`src/aic_pkg.sv`:
```
// Purpose: Shared constants and types for the amplifier control slave
// Assumes: 100 MHz system clock, AXI4-Lite with 32-bit data
// Notes:   Register indices are word indices; bus byte address is four times
package aic_pkg;

    // Serial slave address and register indices
    localparam logic [6:0] AIC_SLAVE_ADDR = 7'h6C;
    localparam logic [7:0] AIC_IDX_FAULT  = 8'h01;
    localparam logic [7:0] AIC_IDX_STATUS = 8'h02;
    localparam logic [7:0] AIC_IDX_CTRL   = 8'h03;

    // Bus byte addresses derived from the indices
    localparam int         AIC_AXI_AW      = 8;
    localparam logic [7:0] AIC_AXI_FAULT   = {AIC_IDX_FAULT[5:0], 2'b00};
    localparam logic [7:0] AIC_AXI_STATUS  = {AIC_IDX_STATUS[5:0], 2'b00};
    localparam logic [7:0] AIC_AXI_CTRL    = {AIC_IDX_CTRL[5:0], 2'b00};

    // Control register reset and fields
    localparam logic [7:0] AIC_CTRL_RESET  = 8'h78;
    localparam int         AIC_CTRL_GAIN_HI = 7;
    localparam int         AIC_CTRL_GAIN_LO = 6;
    localparam int         AIC_CTRL_LIM_HI  = 5;
    localparam int         AIC_CTRL_LIM_LO  = 3;
    localparam int         AIC_CTRL_FREQ    = 0;

    // Fault register bit positions
    localparam int AIC_FLT_OVERHEAT = 7;
    localparam int AIC_FLT_DC       = 6;
    localparam int AIC_FLT_HIGH     = 5;
    localparam int AIC_FLT_LOW      = 4;
    localparam int AIC_FLT_OVERCUR  = 3;
    localparam int AIC_FLT_DIAG     = 2;

    // Status register bit positions
    localparam int AIC_ST_PLAY  = 7;
    localparam int AIC_ST_MUTE  = 6;
    localparam int AIC_ST_DIAG  = 5;
    localparam int AIC_ST_FAULT = 4;

    // AXI responses
    localparam logic [1:0] AIC_RESP_OKAY   = 2'h0;
    localparam logic [1:0] AIC_RESP_SLVERR = 2'h2;

    // Wake time after shutdown release, least time rounded up
    localparam int AIC_CLK_NS    = 10;
    localparam int AIC_WAKE_NS   = 1000000;
    localparam int AIC_WAKE_CYC  = (AIC_WAKE_NS + AIC_CLK_NS - 1) / AIC_CLK_NS;
    localparam int AIC_WAKE_W    = 17;

    // Monitor inputs from the analogue protection and diagnostic blocks
    typedef struct packed {
        logic die_overheat_shutdown;
        logic output_overcurrent;
        logic supply_low;
        logic supply_high;
        logic dc_offset;
        logic diag_running;
        logic diag_done;
        logic short_power_stage_supply;
        logic short_ground;
        logic open_load;
        logic shorted_load;
    } aic_mon_s;

    // Settings and mode sent to the power stage
    typedef struct packed {
        logic [1:0] gain;
        logic [2:0] limit;
        logic       freq_500k;
        logic       play;
        logic       outputs_hiz;
    } aic_amp_s;

    typedef enum logic [2:0] {
        AIC_IDLE,
        AIC_RX,
        AIC_ACK,
        AIC_TX,
        AIC_MACK,
        AIC_IGNORE
    } aic_i2c_e;

    typedef enum logic [1:0] {
        AIC_K_ADDR,
        AIC_K_INDEX,
        AIC_K_DATA
    } aic_kind_e;

endpackage : aic_pkg

```
`src/aic_ctrl_slave.sv`:
```
// Purpose: Serial control slave, pin mode control and AXI4-Lite view
// Assumes: scl, sda, pins and monitors are asynchronous, two flops each
// Notes:   Serial side never stretches the clock; sda and alarm open drain
//
// Design decisions made here: the placing of the registers and register access over AXI4-Lite.
module aic_ctrl_slave
    import aic_pkg::*;
#(
    parameter int unsigned WAKE_CYCLES = AIC_WAKE_CYC
) (
    input  wire logic                  clk,
    input  wire logic                  reset_n,
    input  wire logic                  scl_in,
    input  wire logic                  sda_in,
    output logic                       sda_out,
    output logic                       sda_oe,
    input  wire logic                  standby_n,
    input  wire logic                  silence,
    output logic                       alarm_n_out,
    output logic                       alarm_n_oe,
    input  wire aic_mon_s              monitor,
    output aic_amp_s                   amp,
    input  wire logic [AIC_AXI_AW-1:0] s_axi_awaddr,
    input  wire logic                  s_axi_awvalid,
    output logic                       s_axi_awready,
    input  wire logic [31:0]           s_axi_wdata,
    input  wire logic [3:0]            s_axi_wstrb,
    input  wire logic                  s_axi_wvalid,
    output logic                       s_axi_wready,
    output logic [1:0]                 s_axi_bresp,
    output logic                       s_axi_bvalid,
    input  wire logic                  s_axi_bready,
    input  wire logic [AIC_AXI_AW-1:0] s_axi_araddr,
    input  wire logic                  s_axi_arvalid,
    output logic                       s_axi_arready,
    output logic [31:0]                s_axi_rdata,
    output logic [1:0]                 s_axi_rresp,
    output logic                       s_axi_rvalid,
    input  wire logic                  s_axi_rready
);

    typedef struct packed {
        logic                  scl_m;
        logic                  scl_s;
        logic                  scl_d;
        logic                  sda_m;
        logic                  sda_s;
        logic                  sda_d;
        logic                  stby_m;
        logic                  stby_s;
        logic                  sil_m;
        logic                  sil_s;
        aic_mon_s              mon_m;
        aic_mon_s              mon_s;
        logic                  ready;
        logic [AIC_WAKE_W-1:0] wake_cnt;
        aic_i2c_e              i2c_st;
        aic_kind_e             kind;
        logic [3:0]            cnt;
        logic [7:0]            sh;
        logic [7:0]            idx;
        logic                  rw;
        logic                  mack;
        logic                  sda_oe;
        logic [7:0]            fault;
        logic [3:0]            diag;
        logic [7:0]            ctrl;
        logic                  alarm_oe;
        aic_amp_s              amp;
        logic                  awready;
        logic                  wready;
        logic                  aw_got;
        logic                  w_got;
        logic [AIC_AXI_AW-1:0] awaddr;
        logic [7:0]            wdata;
        logic                  wstrb0;
        logic                  bvalid;
        logic [1:0]            bresp;
        logic                  arready;
        logic                  rvalid;
        logic [31:0]           rdata;
        logic [1:0]            rresp;
    } aic_st_s;

    aic_st_s    s_r;
    aic_st_s    s_nxt;
    logic       scl_rise;
    logic       scl_fall;
    logic       bus_start;
    logic       bus_stop;
    logic [7:0] live_flt;
    logic [7:0] status;

    // Register read mux shared by serial and AXI sides
    function automatic logic [7:0] aic_rd(input logic [7:0] idx,
                                          input logic [7:0] flt,
                                          input logic [7:0] sts,
                                          input logic [7:0] ctl);
        logic [7:0] v;
        v = 8'h00;
        if (idx == AIC_IDX_FAULT) begin
            v = flt;
        end else if (idx == AIC_IDX_STATUS) begin
            v = sts;
        end else if (idx == AIC_IDX_CTRL) begin
            v = ctl;
        end
        return v;
    endfunction : aic_rd

    // AXI byte address to register index, zero when unmapped
    function automatic logic [7:0] aic_axi_idx(input logic [AIC_AXI_AW-1:0] a);
        logic [7:0] v;
        v = 8'h00;
        if (a == AIC_AXI_FAULT) begin
            v = AIC_IDX_FAULT;
        end else if (a == AIC_AXI_STATUS) begin
            v = AIC_IDX_STATUS;
        end else if (a == AIC_AXI_CTRL) begin
            v = AIC_IDX_CTRL;
        end
        return v;
    endfunction : aic_axi_idx

    // Bus edges and conditions from synchronised samples
    assign scl_rise  = s_r.scl_s & ~s_r.scl_d;
    assign scl_fall  = ~s_r.scl_s & s_r.scl_d;
    assign bus_start = s_r.scl_s & s_r.scl_d & s_r.sda_d & ~s_r.sda_s;
    assign bus_stop  = s_r.scl_s & s_r.scl_d & ~s_r.sda_d & s_r.sda_s;

    // Live faults that force the outputs to Hi-Z
    always_comb begin
        live_flt = 8'h00;
        live_flt[AIC_FLT_OVERHEAT] = s_r.mon_s.die_overheat_shutdown;
        live_flt[AIC_FLT_DC]       = s_r.mon_s.dc_offset;
        live_flt[AIC_FLT_HIGH]     = s_r.mon_s.supply_high;
        live_flt[AIC_FLT_LOW]      = s_r.mon_s.supply_low;
        live_flt[AIC_FLT_OVERCUR]  = s_r.mon_s.output_overcurrent;
        live_flt[AIC_FLT_DIAG]     = s_r.mon_s.short_power_stage_supply
                                   | s_r.mon_s.short_ground
                                   | s_r.mon_s.shorted_load;
    end

    // Status register view
    always_comb begin
        status = {4'h0, s_r.diag};
        status[AIC_ST_PLAY]  = s_r.amp.play;
        status[AIC_ST_MUTE]  = s_r.sil_s;
        status[AIC_ST_DIAG]  = s_r.mon_s.diag_running;
        status[AIC_ST_FAULT] = |live_flt;
    end

    // Next state of the whole block
    always_comb begin
        logic clr;
        logic [7:0] nidx;
        clr  = 1'b0;
        nidx = 8'h00;
        s_nxt = s_r;
        // Two-flop synchronisers
        s_nxt.scl_m  = scl_in;
        s_nxt.scl_s  = s_r.scl_m;
        s_nxt.scl_d  = s_r.scl_s;
        s_nxt.sda_m  = sda_in;
        s_nxt.sda_s  = s_r.sda_m;
        s_nxt.sda_d  = s_r.sda_s;
        s_nxt.stby_m = standby_n;
        s_nxt.stby_s = s_r.stby_m;
        s_nxt.sil_m  = silence;
        s_nxt.sil_s  = s_r.sil_m;
        s_nxt.mon_m  = monitor;
        s_nxt.mon_s  = s_r.mon_m;

        // AXI write channels, either order
        if (s_axi_awvalid && s_r.awready) begin
            s_nxt.aw_got  = 1'b1;
            s_nxt.awaddr  = s_axi_awaddr;
            s_nxt.awready = 1'b0;
        end
        if (s_axi_wvalid && s_r.wready) begin
            s_nxt.w_got  = 1'b1;
            s_nxt.wdata  = s_axi_wdata[7:0];
            s_nxt.wstrb0 = s_axi_wstrb[0];
            s_nxt.wready = 1'b0;
        end
        if (s_r.aw_got && s_r.w_got && !s_r.bvalid) begin
            s_nxt.aw_got = 1'b0;
            s_nxt.w_got  = 1'b0;
            s_nxt.bvalid = 1'b1;
            s_nxt.bresp  = AIC_RESP_OKAY;
            if (aic_axi_idx(s_r.awaddr) == 8'h00) begin
                s_nxt.bresp = AIC_RESP_SLVERR;
            end else if (aic_axi_idx(s_r.awaddr) == AIC_IDX_CTRL && s_r.wstrb0
                         && s_r.stby_s) begin
                s_nxt.ctrl = s_r.wdata;
            end
        end
        if (s_r.bvalid && s_axi_bready) begin
            s_nxt.bvalid  = 1'b0;
            s_nxt.awready = 1'b1;
            s_nxt.wready  = 1'b1;
        end

        // AXI read channel
        if (s_axi_arvalid && s_r.arready) begin
            s_nxt.arready = 1'b0;
            s_nxt.rvalid  = 1'b1;
            s_nxt.rdata   = {24'h000000,
                             aic_rd(aic_axi_idx(s_axi_araddr), s_r.fault, status, s_r.ctrl)};
            s_nxt.rresp   = (aic_axi_idx(s_axi_araddr) == 8'h00) ? AIC_RESP_SLVERR
                                                                 : AIC_RESP_OKAY;
        end
        if (s_r.rvalid && s_axi_rready) begin
            s_nxt.rvalid  = 1'b0;
            s_nxt.arready = 1'b1;
        end

        if (!s_r.stby_s) begin
            // Shutdown holds the port idle and registers at default
            s_nxt.ready    = 1'b0;
            s_nxt.wake_cnt = '0;
            s_nxt.i2c_st   = AIC_IDLE;
            s_nxt.sda_oe   = 1'b0;
            s_nxt.ctrl     = AIC_CTRL_RESET;
            s_nxt.fault    = 8'h00;
            s_nxt.diag     = 4'h0;
        end else begin
            // Wake delay after shutdown release
            if (!s_r.ready) begin
                if (s_r.wake_cnt == AIC_WAKE_W'(WAKE_CYCLES - 1)) begin
                    s_nxt.ready = 1'b1;
                end else begin
                    s_nxt.wake_cnt = s_r.wake_cnt + AIC_WAKE_W'(1);
                end
            end

            // Diagnostic results, cleared when a new run starts
            if (s_r.mon_s.diag_running) begin
                s_nxt.diag = 4'h0;
            end else if (s_r.mon_s.diag_done) begin
                s_nxt.diag = {s_r.mon_s.shorted_load, s_r.mon_s.open_load,
                              s_r.mon_s.short_ground,
                              s_r.mon_s.short_power_stage_supply};
            end

            // Serial slave, sampled on rise, driven on fall only
            if (!s_r.ready) begin
                s_nxt.i2c_st = AIC_IDLE;
                s_nxt.sda_oe = 1'b0;
            end else if (bus_start) begin
                s_nxt.i2c_st = AIC_RX;
                s_nxt.kind   = AIC_K_ADDR;
                s_nxt.cnt    = 4'h0;
                s_nxt.sda_oe = 1'b0;
            end else if (bus_stop) begin
                s_nxt.i2c_st = AIC_IDLE;
                s_nxt.sda_oe = 1'b0;
            end else begin
                case (s_r.i2c_st)
                    AIC_RX: begin
                        if (scl_rise) begin
                            s_nxt.sh  = {s_r.sh[6:0], s_r.sda_s};
                            s_nxt.cnt = s_r.cnt + 4'h1;
                        end else if (scl_fall && s_r.cnt == 4'h8) begin
                            s_nxt.cnt = 4'h0;
                            case (s_r.kind)
                                AIC_K_ADDR: begin
                                    if (s_r.sh[7:1] == AIC_SLAVE_ADDR) begin
                                        s_nxt.rw     = s_r.sh[0];
                                        s_nxt.sda_oe = 1'b1;
                                        s_nxt.i2c_st = AIC_ACK;
                                    end else begin
                                        s_nxt.i2c_st = AIC_IGNORE;
                                    end
                                end
                                AIC_K_INDEX: begin
                                    s_nxt.idx    = s_r.sh;
                                    s_nxt.sda_oe = 1'b1;
                                    s_nxt.i2c_st = AIC_ACK;
                                end
                                default: begin
                                    if (s_r.idx == AIC_IDX_CTRL) begin
                                        s_nxt.ctrl = s_r.sh;
                                    end
                                    s_nxt.idx    = s_r.idx + 8'h01;
                                    s_nxt.sda_oe = 1'b1;
                                    s_nxt.i2c_st = AIC_ACK;
                                end
                            endcase
                        end
                    end
                    AIC_ACK: begin
                        if (scl_fall) begin
                            if (s_r.kind == AIC_K_ADDR && s_r.rw) begin
                                s_nxt.sh     = aic_rd(s_r.idx, s_r.fault, status, s_r.ctrl);
                                s_nxt.sda_oe = ~s_nxt.sh[7];
                                s_nxt.i2c_st = AIC_TX;
                                clr          = (s_r.idx == AIC_IDX_FAULT);
                            end else begin
                                s_nxt.sda_oe = 1'b0;
                                s_nxt.i2c_st = AIC_RX;
                                s_nxt.kind   = (s_r.kind == AIC_K_ADDR) ? AIC_K_INDEX
                                                                        : AIC_K_DATA;
                            end
                        end
                    end
                    AIC_TX: begin
                        if (scl_rise) begin
                            s_nxt.cnt = s_r.cnt + 4'h1;
                        end else if (scl_fall) begin
                            if (s_r.cnt == 4'h8) begin
                                s_nxt.cnt    = 4'h0;
                                s_nxt.sda_oe = 1'b0;
                                s_nxt.i2c_st = AIC_MACK;
                            end else begin
                                s_nxt.sh     = {s_r.sh[6:0], 1'b0};
                                s_nxt.sda_oe = ~s_r.sh[6];
                            end
                        end
                    end
                    AIC_MACK: begin
                        if (scl_rise) begin
                            s_nxt.mack = ~s_r.sda_s;
                        end else if (scl_fall) begin
                            if (s_r.mack) begin
                                nidx         = s_r.idx + 8'h01;
                                s_nxt.idx    = nidx;
                                s_nxt.sh     = aic_rd(nidx, s_r.fault, status, s_r.ctrl);
                                s_nxt.sda_oe = ~s_nxt.sh[7];
                                s_nxt.i2c_st = AIC_TX;
                                clr          = (nidx == AIC_IDX_FAULT);
                            end else begin
                                s_nxt.i2c_st = AIC_IGNORE;
                            end
                        end
                    end
                    default: begin
                        s_nxt.sda_oe = 1'b0;
                    end
                endcase
            end

            // Latched faults clear on serial read, a new event wins
            s_nxt.fault = (clr ? 8'h00 : s_r.fault) | live_flt;
        end

        // Pin and power-stage outputs
        s_nxt.alarm_oe        = s_r.stby_s && (|live_flt);
        s_nxt.amp.gain        = s_r.ctrl[AIC_CTRL_GAIN_HI:AIC_CTRL_GAIN_LO];
        s_nxt.amp.limit       = s_r.ctrl[AIC_CTRL_LIM_HI:AIC_CTRL_LIM_LO];
        s_nxt.amp.freq_500k   = s_r.ctrl[AIC_CTRL_FREQ];
        s_nxt.amp.play        = s_r.stby_s && !s_r.sil_s && !(|live_flt)
                                && !s_r.mon_s.diag_running;
        s_nxt.amp.outputs_hiz = !s_nxt.amp.play;
    end

    // State register
    always_ff @(posedge clk or negedge reset_n) begin
        if (!reset_n) begin
            s_r           <= '0;
            s_r.ctrl      <= AIC_CTRL_RESET;
            s_r.amp.gain  <= AIC_CTRL_RESET[AIC_CTRL_GAIN_HI:AIC_CTRL_GAIN_LO];
            s_r.amp.limit <= AIC_CTRL_RESET[AIC_CTRL_LIM_HI:AIC_CTRL_LIM_LO];
            s_r.amp.outputs_hiz <= 1'b1;
            s_r.awready   <= 1'b1;
            s_r.wready    <= 1'b1;
            s_r.arready   <= 1'b1;
        end else begin
            s_r <= s_nxt;
        end
    end

    // Outputs, open-drain pins only ever pull low
    assign sda_out       = 1'b0;
    assign sda_oe        = s_r.sda_oe;
    assign alarm_n_out   = 1'b0;
    assign alarm_n_oe    = s_r.alarm_oe;
    assign amp           = s_r.amp;
    assign s_axi_awready = s_r.awready;
    assign s_axi_wready  = s_r.wready;
    assign s_axi_bresp   = s_r.bresp;
    assign s_axi_bvalid  = s_r.bvalid;
    assign s_axi_arready = s_r.arready;
    assign s_axi_rdata   = s_r.rdata;
    assign s_axi_rresp   = s_r.rresp;
    assign s_axi_rvalid  = s_r.rvalid;

endmodule : aic_ctrl_slave

```
`config.mk`:
```
export PLATFORM = sky130hd
export DESIGN_NAME = aic_ctrl_slave
export DESIGN_NICKNAME = d
export VERILOG_FILES = /design/src/aic_pkg.sv /design/src/aic_ctrl_slave.sv
export SDC_FILE = /design/constraint.sdc
export NUM_CORES = 1
export LEC_CHECK = 0
export BUFFER_PORTS_ARGS = -buffer_cell sky130_fd_sc_hd__buf_2
export CAP_MARGIN = 25
export CORE_ASPECT_RATIO = 1.75
export CORE_MARGIN = 10
export CORE_UTILIZATION = 53
export DETAILED_ROUTE_END_ITERATION = 10
export GPL_ROUTABILITY_DRIVEN = 0
export PLACE_DENSITY = 0.77
export SLEW_MARGIN = 20
export SYNTH_ARGS = -nofsm -noshare
export SYNTH_HDL_FRONTEND = slang
export SYNTH_SLANG_ARGS = --single-unit
```
`constraint.sdc`:
```
create_clock -name clk -period 3 [get_ports clk]
set_input_delay 0.6 -clock clk [delete_from_list [all_inputs] [get_ports clk]]
set_output_delay 0.6 -clock clk [all_outputs]
set_load 0.01 [all_outputs]
```
==> results.toml, run 1 <==
[yosys]
synthArstFlopShare = 1.00
synth-edff-count = 0
synthFlopType = "dfrtp_1"
synth_cell_type_count = 77
ys_seq_area_frac = 0.474
postSynthCellCount = 744
synth_commonest_cells = "dfrtp_1, nand2_1, o21ai_0, nor2_1, buf_4"
yosys.area.top_type = "dfrtp_1"
ys_warn_count = 0
yosysMostFrequentCell = "dfrtp_1"
syn_area_per_cell_um2 = 9.90
synth_top_area_frac = 0.431
synth.area.top_cells = "dfrtp_1, buf_4, mux2_2, dfstp_2, o21ai_0"
synth-seq-cells = 139
synth_area_mm2 = 0.00737

[clocking]
ctsHoldBuffers = 0
numClockSinks = 139
cts-root-buf = "clkbuf_16"
cts_buffer_depth = 2
clk_latency_ns = 0.42
numCtsBuffers = 17
cts.clk_slew.worst_paths_ns = 0.06
cts_tree = "built"
ctsResizeCount = 0
post-cts-setup-buffers = 0
ctsHtreeMaxLevel = 4

[floorplan]
fp.dieH_um = 176
die_area_mm2 = 0.0192
rows = 57
initial_core_util = 0.535
io_pins = 127
design.core.area_mm2 = 0.0138
fp.dieW_um = 109

[placed_design]
dpl.hpwl_mm = 14.0
dpl.cell_count = 952
numPortBuffers = 71
place_area_mm2 = 0.00766
preCtsSetupSlack_ns = 0.505

[layout]
num_antenna_cells = 0
area_delta_synth_final_pct = 11.5
nFillCells = 1131
finalNonFillerCells = 984
fin_nets = 878
multiInputGateArea_mm2 = 0.00340
finish.instance_area_mm2 = 0.00822
fin_util = 0.597
layout-drive-gt1-share = 0.207
layout.area.seq_mm2 = 0.00349

[grt]
antenna_found_initial = 0
grt_pass1_wl_mm = 29.7
grt_usage = 0.195
overflow = 0
grt_max_degree = 61
grt_pass1_vias = 6041

[timing]
fmax_mhz = 385
hold_viol_final = 0
rsz0062_at_grt = "false"
period_needed_ns = 2.60
post-route-period-util = 0.866
setup_tns_ns = 0
slew_headroom = 0.378
clock_skew_ns = 0.00721
setup_slack_ns = 0.401
tightest_slew_ns = 0.933
drv_slew = 0
finalSetupViolations = 0

[setup_path]
critPathKind = "reg -> reg"
cp_slowest_stage_delay_ns = 0.52
worst_setup_path_start_kind = "register"
arrival_ns = 2.91
critPathRequiredTime_ns = 3.31
crit_chain = "inv_1 > ha_1 > nor2b_1 > a221oi_1 > o41ai_1 > a21oi_1 > o21ai_0"
end_kind = "register"
worst_path_max_delay_cell = "dfrtp_1"
crit_path_max_fanout = 16

[drt]
drtIter0Drc = 454
num_vias = 6030
routed_wl_mm = 18.7
route.detailed.drc = 0
drt_first_pass_iters = 7
ant_nets = 0
detail_route.wl_per_cell_um = 19.0
vias_per_cell = 6.13

[status]
status = "completed"

[hold_path]
holdCritPathClass = "in -> async"

[power_and_ir_drop]
ir_drop_v = 0.000557
powerDensity_mw_per_mm2 = 554
leakage_nw = 3.62

[flow_run]
max-cap-violations = 0
[area by class of cell]
cell class	instances	area share
flip-flops and latches	139	0.425
clock inverters	13	0.0148
multi-input cells	531	0.414
clock buffers	19	0.0527
inverters	22	0.0101
well taps	177	0.0270
repair buffers	83	0.0565
[metal layers]
metal	global-route usage	wire [um]	up-vias
met3	0.0394	972	100
met4	0.150	1270	0
met1	0.190	6510	2921
li1	-	-	2755
met5	0	0	-
met2	0.345	9950	254
[flip-flops by register name, indices dropped and copies added (netlist names)]
register / flops
s_axi_bresp: 1
s_axi_bvalid: 1
s_axi_awready: 1
alarm_n_oe: 1
s_axi_rvalid: 1
s_axi_arready: 1
s_axi_rresp: 1
live_flt: 5
s_axi_rdata: 8
amp: 8
sda_oe: 1
s_axi_wready: 1
s_r: 86
s_nxt: 23
[critical path: cells and delay by family (launching register included)]
family	cells	cell delay [ns]
buffers and inverters	1	0.11
adder cells (fa/ha/maj)	1	0.40
AND/OR/NAND/NOR	1	0.52
flip-flops	1	0.52
AO/OA/AOI/OAI	4	0.93
[logic make-up after synthesis]
logic type / Yosys count / share of synthesized area
other: 1 / 0.000509
buffers and inverters: 101 / 0.0780
XOR/XNOR: 5 / 0.00595
AND/OR/NAND/NOR: 242 / 0.172
multiplexers: 41 / 0.0606
AO/OA/AOI/OAI: 205 / 0.192
flip-flops: 139 / 0.474
adder cells (fa/ha/maj): 10 / 0.0170
[metrics by stage]
stage / power [W] / hold WS [ns]
6_report: 0.00455 / 0.154
5_1_grt: 0.00474 / 0.182
4_1_cts: 0.00459 / 0.170
3_5_place_dp: 0.00264 / 0.335
3_3_place_gp: 0.00260 / 0.332
2_1_floorplan: 0.00249 / 0.304
[cells in the final DEF (no fill, tap or decap), types with 5 or more instances in the layout]
cell type  netlist  layout
dfrtp_1        127     127
buf_2            5      70
nand2_1         65      65
o21ai_0         56      56
nor2_1          54      54
a21oi_1         34      34
mux2_2          29      29
conb_1           1      28
inv_1           21      21
nand3_1         20      20
o31ai_1         18      18
clkbuf_16        0      17
a211oi_1        14      14
nor2b_1         13      13
a22oi_1         13      13
or4_1           12      12
mux2i_1         12      12
nand2b_1        12      12
dfstp_2         12      12
nor3_1          11      11
buf_4           48      11
ha_1            10      10
a31oi_1          9       9
or3_1            9       9
nand4_1          8       8
and3b_1          6       6
a21boi_0         6       6
clkinv_4         0       6
a32o_1           5       5
[report_power, final]
group | total, W | switching [W] | internal (W)
Clock | 0.00195 | 0.000804 | 0.00114
Combinational | 0.000406 | 0.000210 | 0.000196
Sequential | 0.00220 | 0.000132 | 0.00207
[final timing paths]
path                                       from  slack (ns)                  endpoint  cells after the start
max reg2reg                 s_r[92]$_DFFE_PN0P_        0.40      s_r[107]$_DFFE_PN0P_                      7
min in group clk                         scl_in        0.28      s_nxt[165]$_DFF_PN0_                      1
min                                     reset_n        0.15  s_axi_rvalid$_DFFE_PN0P_                      1
min reg2reg                s_nxt[159]$_DFF_PN0_        0.35        s_r[159]$_DFF_PN0_                      0
max in group asynchronous               reset_n        2.04          amp[0]$_DFF_PN1_                      2
max                         s_r[92]$_DFFE_PN0P_        0.40      s_r[107]$_DFFE_PN0P_                      7
(Power assumes the default switching activity.)
==> run 2: changes to the inputs <==
--- a/config.mk
+++ b/config.mk
@@ -7,12 +7,14 @@
 export LEC_CHECK = 0
 export BUFFER_PORTS_ARGS = -buffer_cell sky130_fd_sc_hd__buf_2
 export CAP_MARGIN = 25
+export CELL_PAD_IN_SITES_DETAIL_PLACEMENT = 1
+export CELL_PAD_IN_SITES_GLOBAL_PLACEMENT = 2
 export CORE_ASPECT_RATIO = 1.75
 export CORE_MARGIN = 10
-export CORE_UTILIZATION = 53
+export CORE_UTILIZATION = 35
 export DETAILED_ROUTE_END_ITERATION = 10
 export GPL_ROUTABILITY_DRIVEN = 0
-export PLACE_DENSITY = 0.77
+export PLACE_DENSITY = 0.8
 export SLEW_MARGIN = 20
 export SYNTH_ARGS = -nofsm -noshare
 export SYNTH_HDL_FRONTEND = slang
==> constraint.sdc (replaced) <==
create_clock -name clk -period 2.5 [get_ports clk]
set_input_delay 0.5 -clock clk [delete_from_list [all_inputs] [get_ports clk]]
set_output_delay 0.5 -clock clk [all_outputs]
set_load 0.01 [all_outputs]
==> run 2 against run 1 <==
Sequential power up 20%. Critical endpoint is now s_r[87]$_DFF_PN0_. Register-to-register slack worse by 0.25 ns. Largest power group unchanged. Largest cell class unchanged. Flip-flop and latch count unchanged. Cell area up 4.6%.
==> results.toml, run 2 (synthesized netlist as in run 1, its figures left out) <==
[floorplan]
design.core.area_mm2 = 0.0208
fp.dieH_um = 212
initial_core_util = 0.353
io_pins = 127
fp.dieW_um = 130
die_area_mm2 = 0.0275
rows = 70

[setup_path]
critPathKind = "reg -> reg"
cp_top_family = "compound AO/OA/AOI/OAI gates"
arrival_ns = 2.65
worst_setup_path_start_kind = "register"
cp_slowest_stage_delay_ns = 0.58
crit_chain = "nand2_1 > or4b_4 > a2111oi_1 > buf_4 > o2111a_1 > o21ai_0"
critPathRequiredTime_ns = 2.80
path_buf_inv = 1
end_kind = "register"
crit_path_max_fanout = 7
worst_path_max_delay_cell = "or4b_4"

[timing]
post-route-period-util = 0.939
rsz0062_at_grt = "false"
drv_slew = 0
slew_headroom = 0.593
hold_viol_final = 0
clock_skew_ns = 0.0115
setup_slack_ns = 0.152
finalSetupViolations = 0
fmax_mhz = 426
tightest_slew_ns = 0.608
setup_tns_ns = 0
period_needed_ns = 2.35
whs_ns = 0.0378

[drt]
vias_per_cell = 5.55
num_vias = 6058
detail_route.wl_per_cell_um = 20.7
drtIter0Drc = 302
route.detailed.drc = 0
drt_first_pass_iters = 5
routed_wl_mm = 22.6
ant_nets = 0

[layout]
regMostFlops = "s_r"
fin_util = 0.412
fin_nets = 910
largest_reg_flops = 86
layout_commonest_cell = "dfrtp_1"
final_cell_mix = "dfrtp_1, buf_2, nand2_1"
area_delta_synth_final_pct = 16.6
layout-drive-gt1-share = 0.246
num_antenna_cells = 0

[grt]
grt_pass1_vias = 6863
grt_pass1_wl_mm = 36.3
overflow = 0
antenna_found_initial = 0
grt_max_degree = 56
grt_usage = 0.169

[clocking]
ctsHoldBuffers = 0
numCtsBuffers = 17
post-cts-setup-buffers = 0
clk_latency_ns = 0.44
cts_buffer_depth = 2
cts_tree = "built"
cts-root-buf = "clkbuf_16"
numClockSinks = 139
ctsHtreeMaxLevel = 4
cts.clk_slew.worst_paths_ns = 0.07

[placed_design]
numPortBuffers = 71
dpl.hpwl_mm = 17.4
preCtsSetupSlack_ns = 0.0305

[power_and_ir_drop]
ir_drop_v = 0.000431
power.switching_w = 0.00151
power.internal_w = 0.00410
power_frac_seq = 0.472
clockPowerShare = 0.439
leakage_nw = 3.78
powerDensity_mw_per_mm2 = 653
power_frac_comb = 0.089
sw_frac_of_total = 0.269

[hold_path]
holdCritPathClass = "in -> async"

[flow_run]
max-cap-violations = 0

[status]
status = "completed"
## run 2: final timing paths
check	cells past startpoint	endpoint	slack, ns	start
setup / recovery	6	s_r[87]$_DFF_PN0_	0.15	s_r[93]$_DFFE_PN0P_
hold / removal	1	s_axi_rvalid$_DFFE_PN0P_	0.04	reset_n
setup reg to reg	6	s_r[87]$_DFF_PN0_	0.15	s_r[93]$_DFFE_PN0P_
hold reg to reg	0	s_nxt[161]$_DFF_PN0_	0.34	s_nxt[162]$_DFF_PN0_
max in group asynchronous	2	amp[6]$_DFF_PN1_	1.72	reset_n
min in group clk	1	s_nxt[135]$_DFF_PN0_	0.17	monitor[0]
## run 2: worst reg2reg max path, stage by stage, from the launching register on
cell	delay (ns)
dfrtp_1	0.47
nand2_1	0.16
or4b_4	0.58
a2111oi_1	0.38
buf_4	0.18
o2111a_1	0.31
o21ai_0	0.15
## run 2: cell type report
| type | instances | area [um2] |
|---|---|---|
| fill | 2424 | 12300 |
| sequential | 139 | 3490 |
| multi-input combinational | 531 | 3410 |
| timing repair buffer | 115 | 717 |
| clock buffer | 17 | 425 |
| tap | 252 | 315 |
| clock inverter | 15 | 144 |
| inverter | 22 | 82.6 |
## run 2: what timing repair did
| item | CTS | global route |
|---|---|---|
| cloned | 0 | 0 |
| resized for setup | 1 | 5 |
| endpoints found under the setup margin | 1 | 4 |
## run 2: metrics by stage
stage	std cells	instance area, um2	power, W
floorplan	771	7470	0.00299
global placement	1059	8010	0.00315
detailed placement	1059	8010	0.00320
CTS	1091	8580	0.00569
global route	1091	8590	0.00585
finish	1091	8590	0.00561
## run 2: power by group through the flow
stage          combinational, W  sequential (W)  clock [W]
2_1_floorplan          0.000359         0.00263          0
3_3_place_gp           0.000483         0.00267          0
3_5_place_dp           0.000509         0.00269          0
4_1_cts                0.000513         0.00265    0.00252
5_1_grt                0.000564         0.00268    0.00261
6_report               0.000501         0.00265    0.00246
## run 2: routing by layer
metal | global-route usage | up-vias | share of wire
met5 | 0 | - | 0
met4 | 0.106 | 0 | 0.047
met3 | 0.0263 | 50 | 0.023
met2 | 0.323 | 121 | 0.58
met1 | 0.160 | 3091 | 0.35
li1 | - | 2796 | -
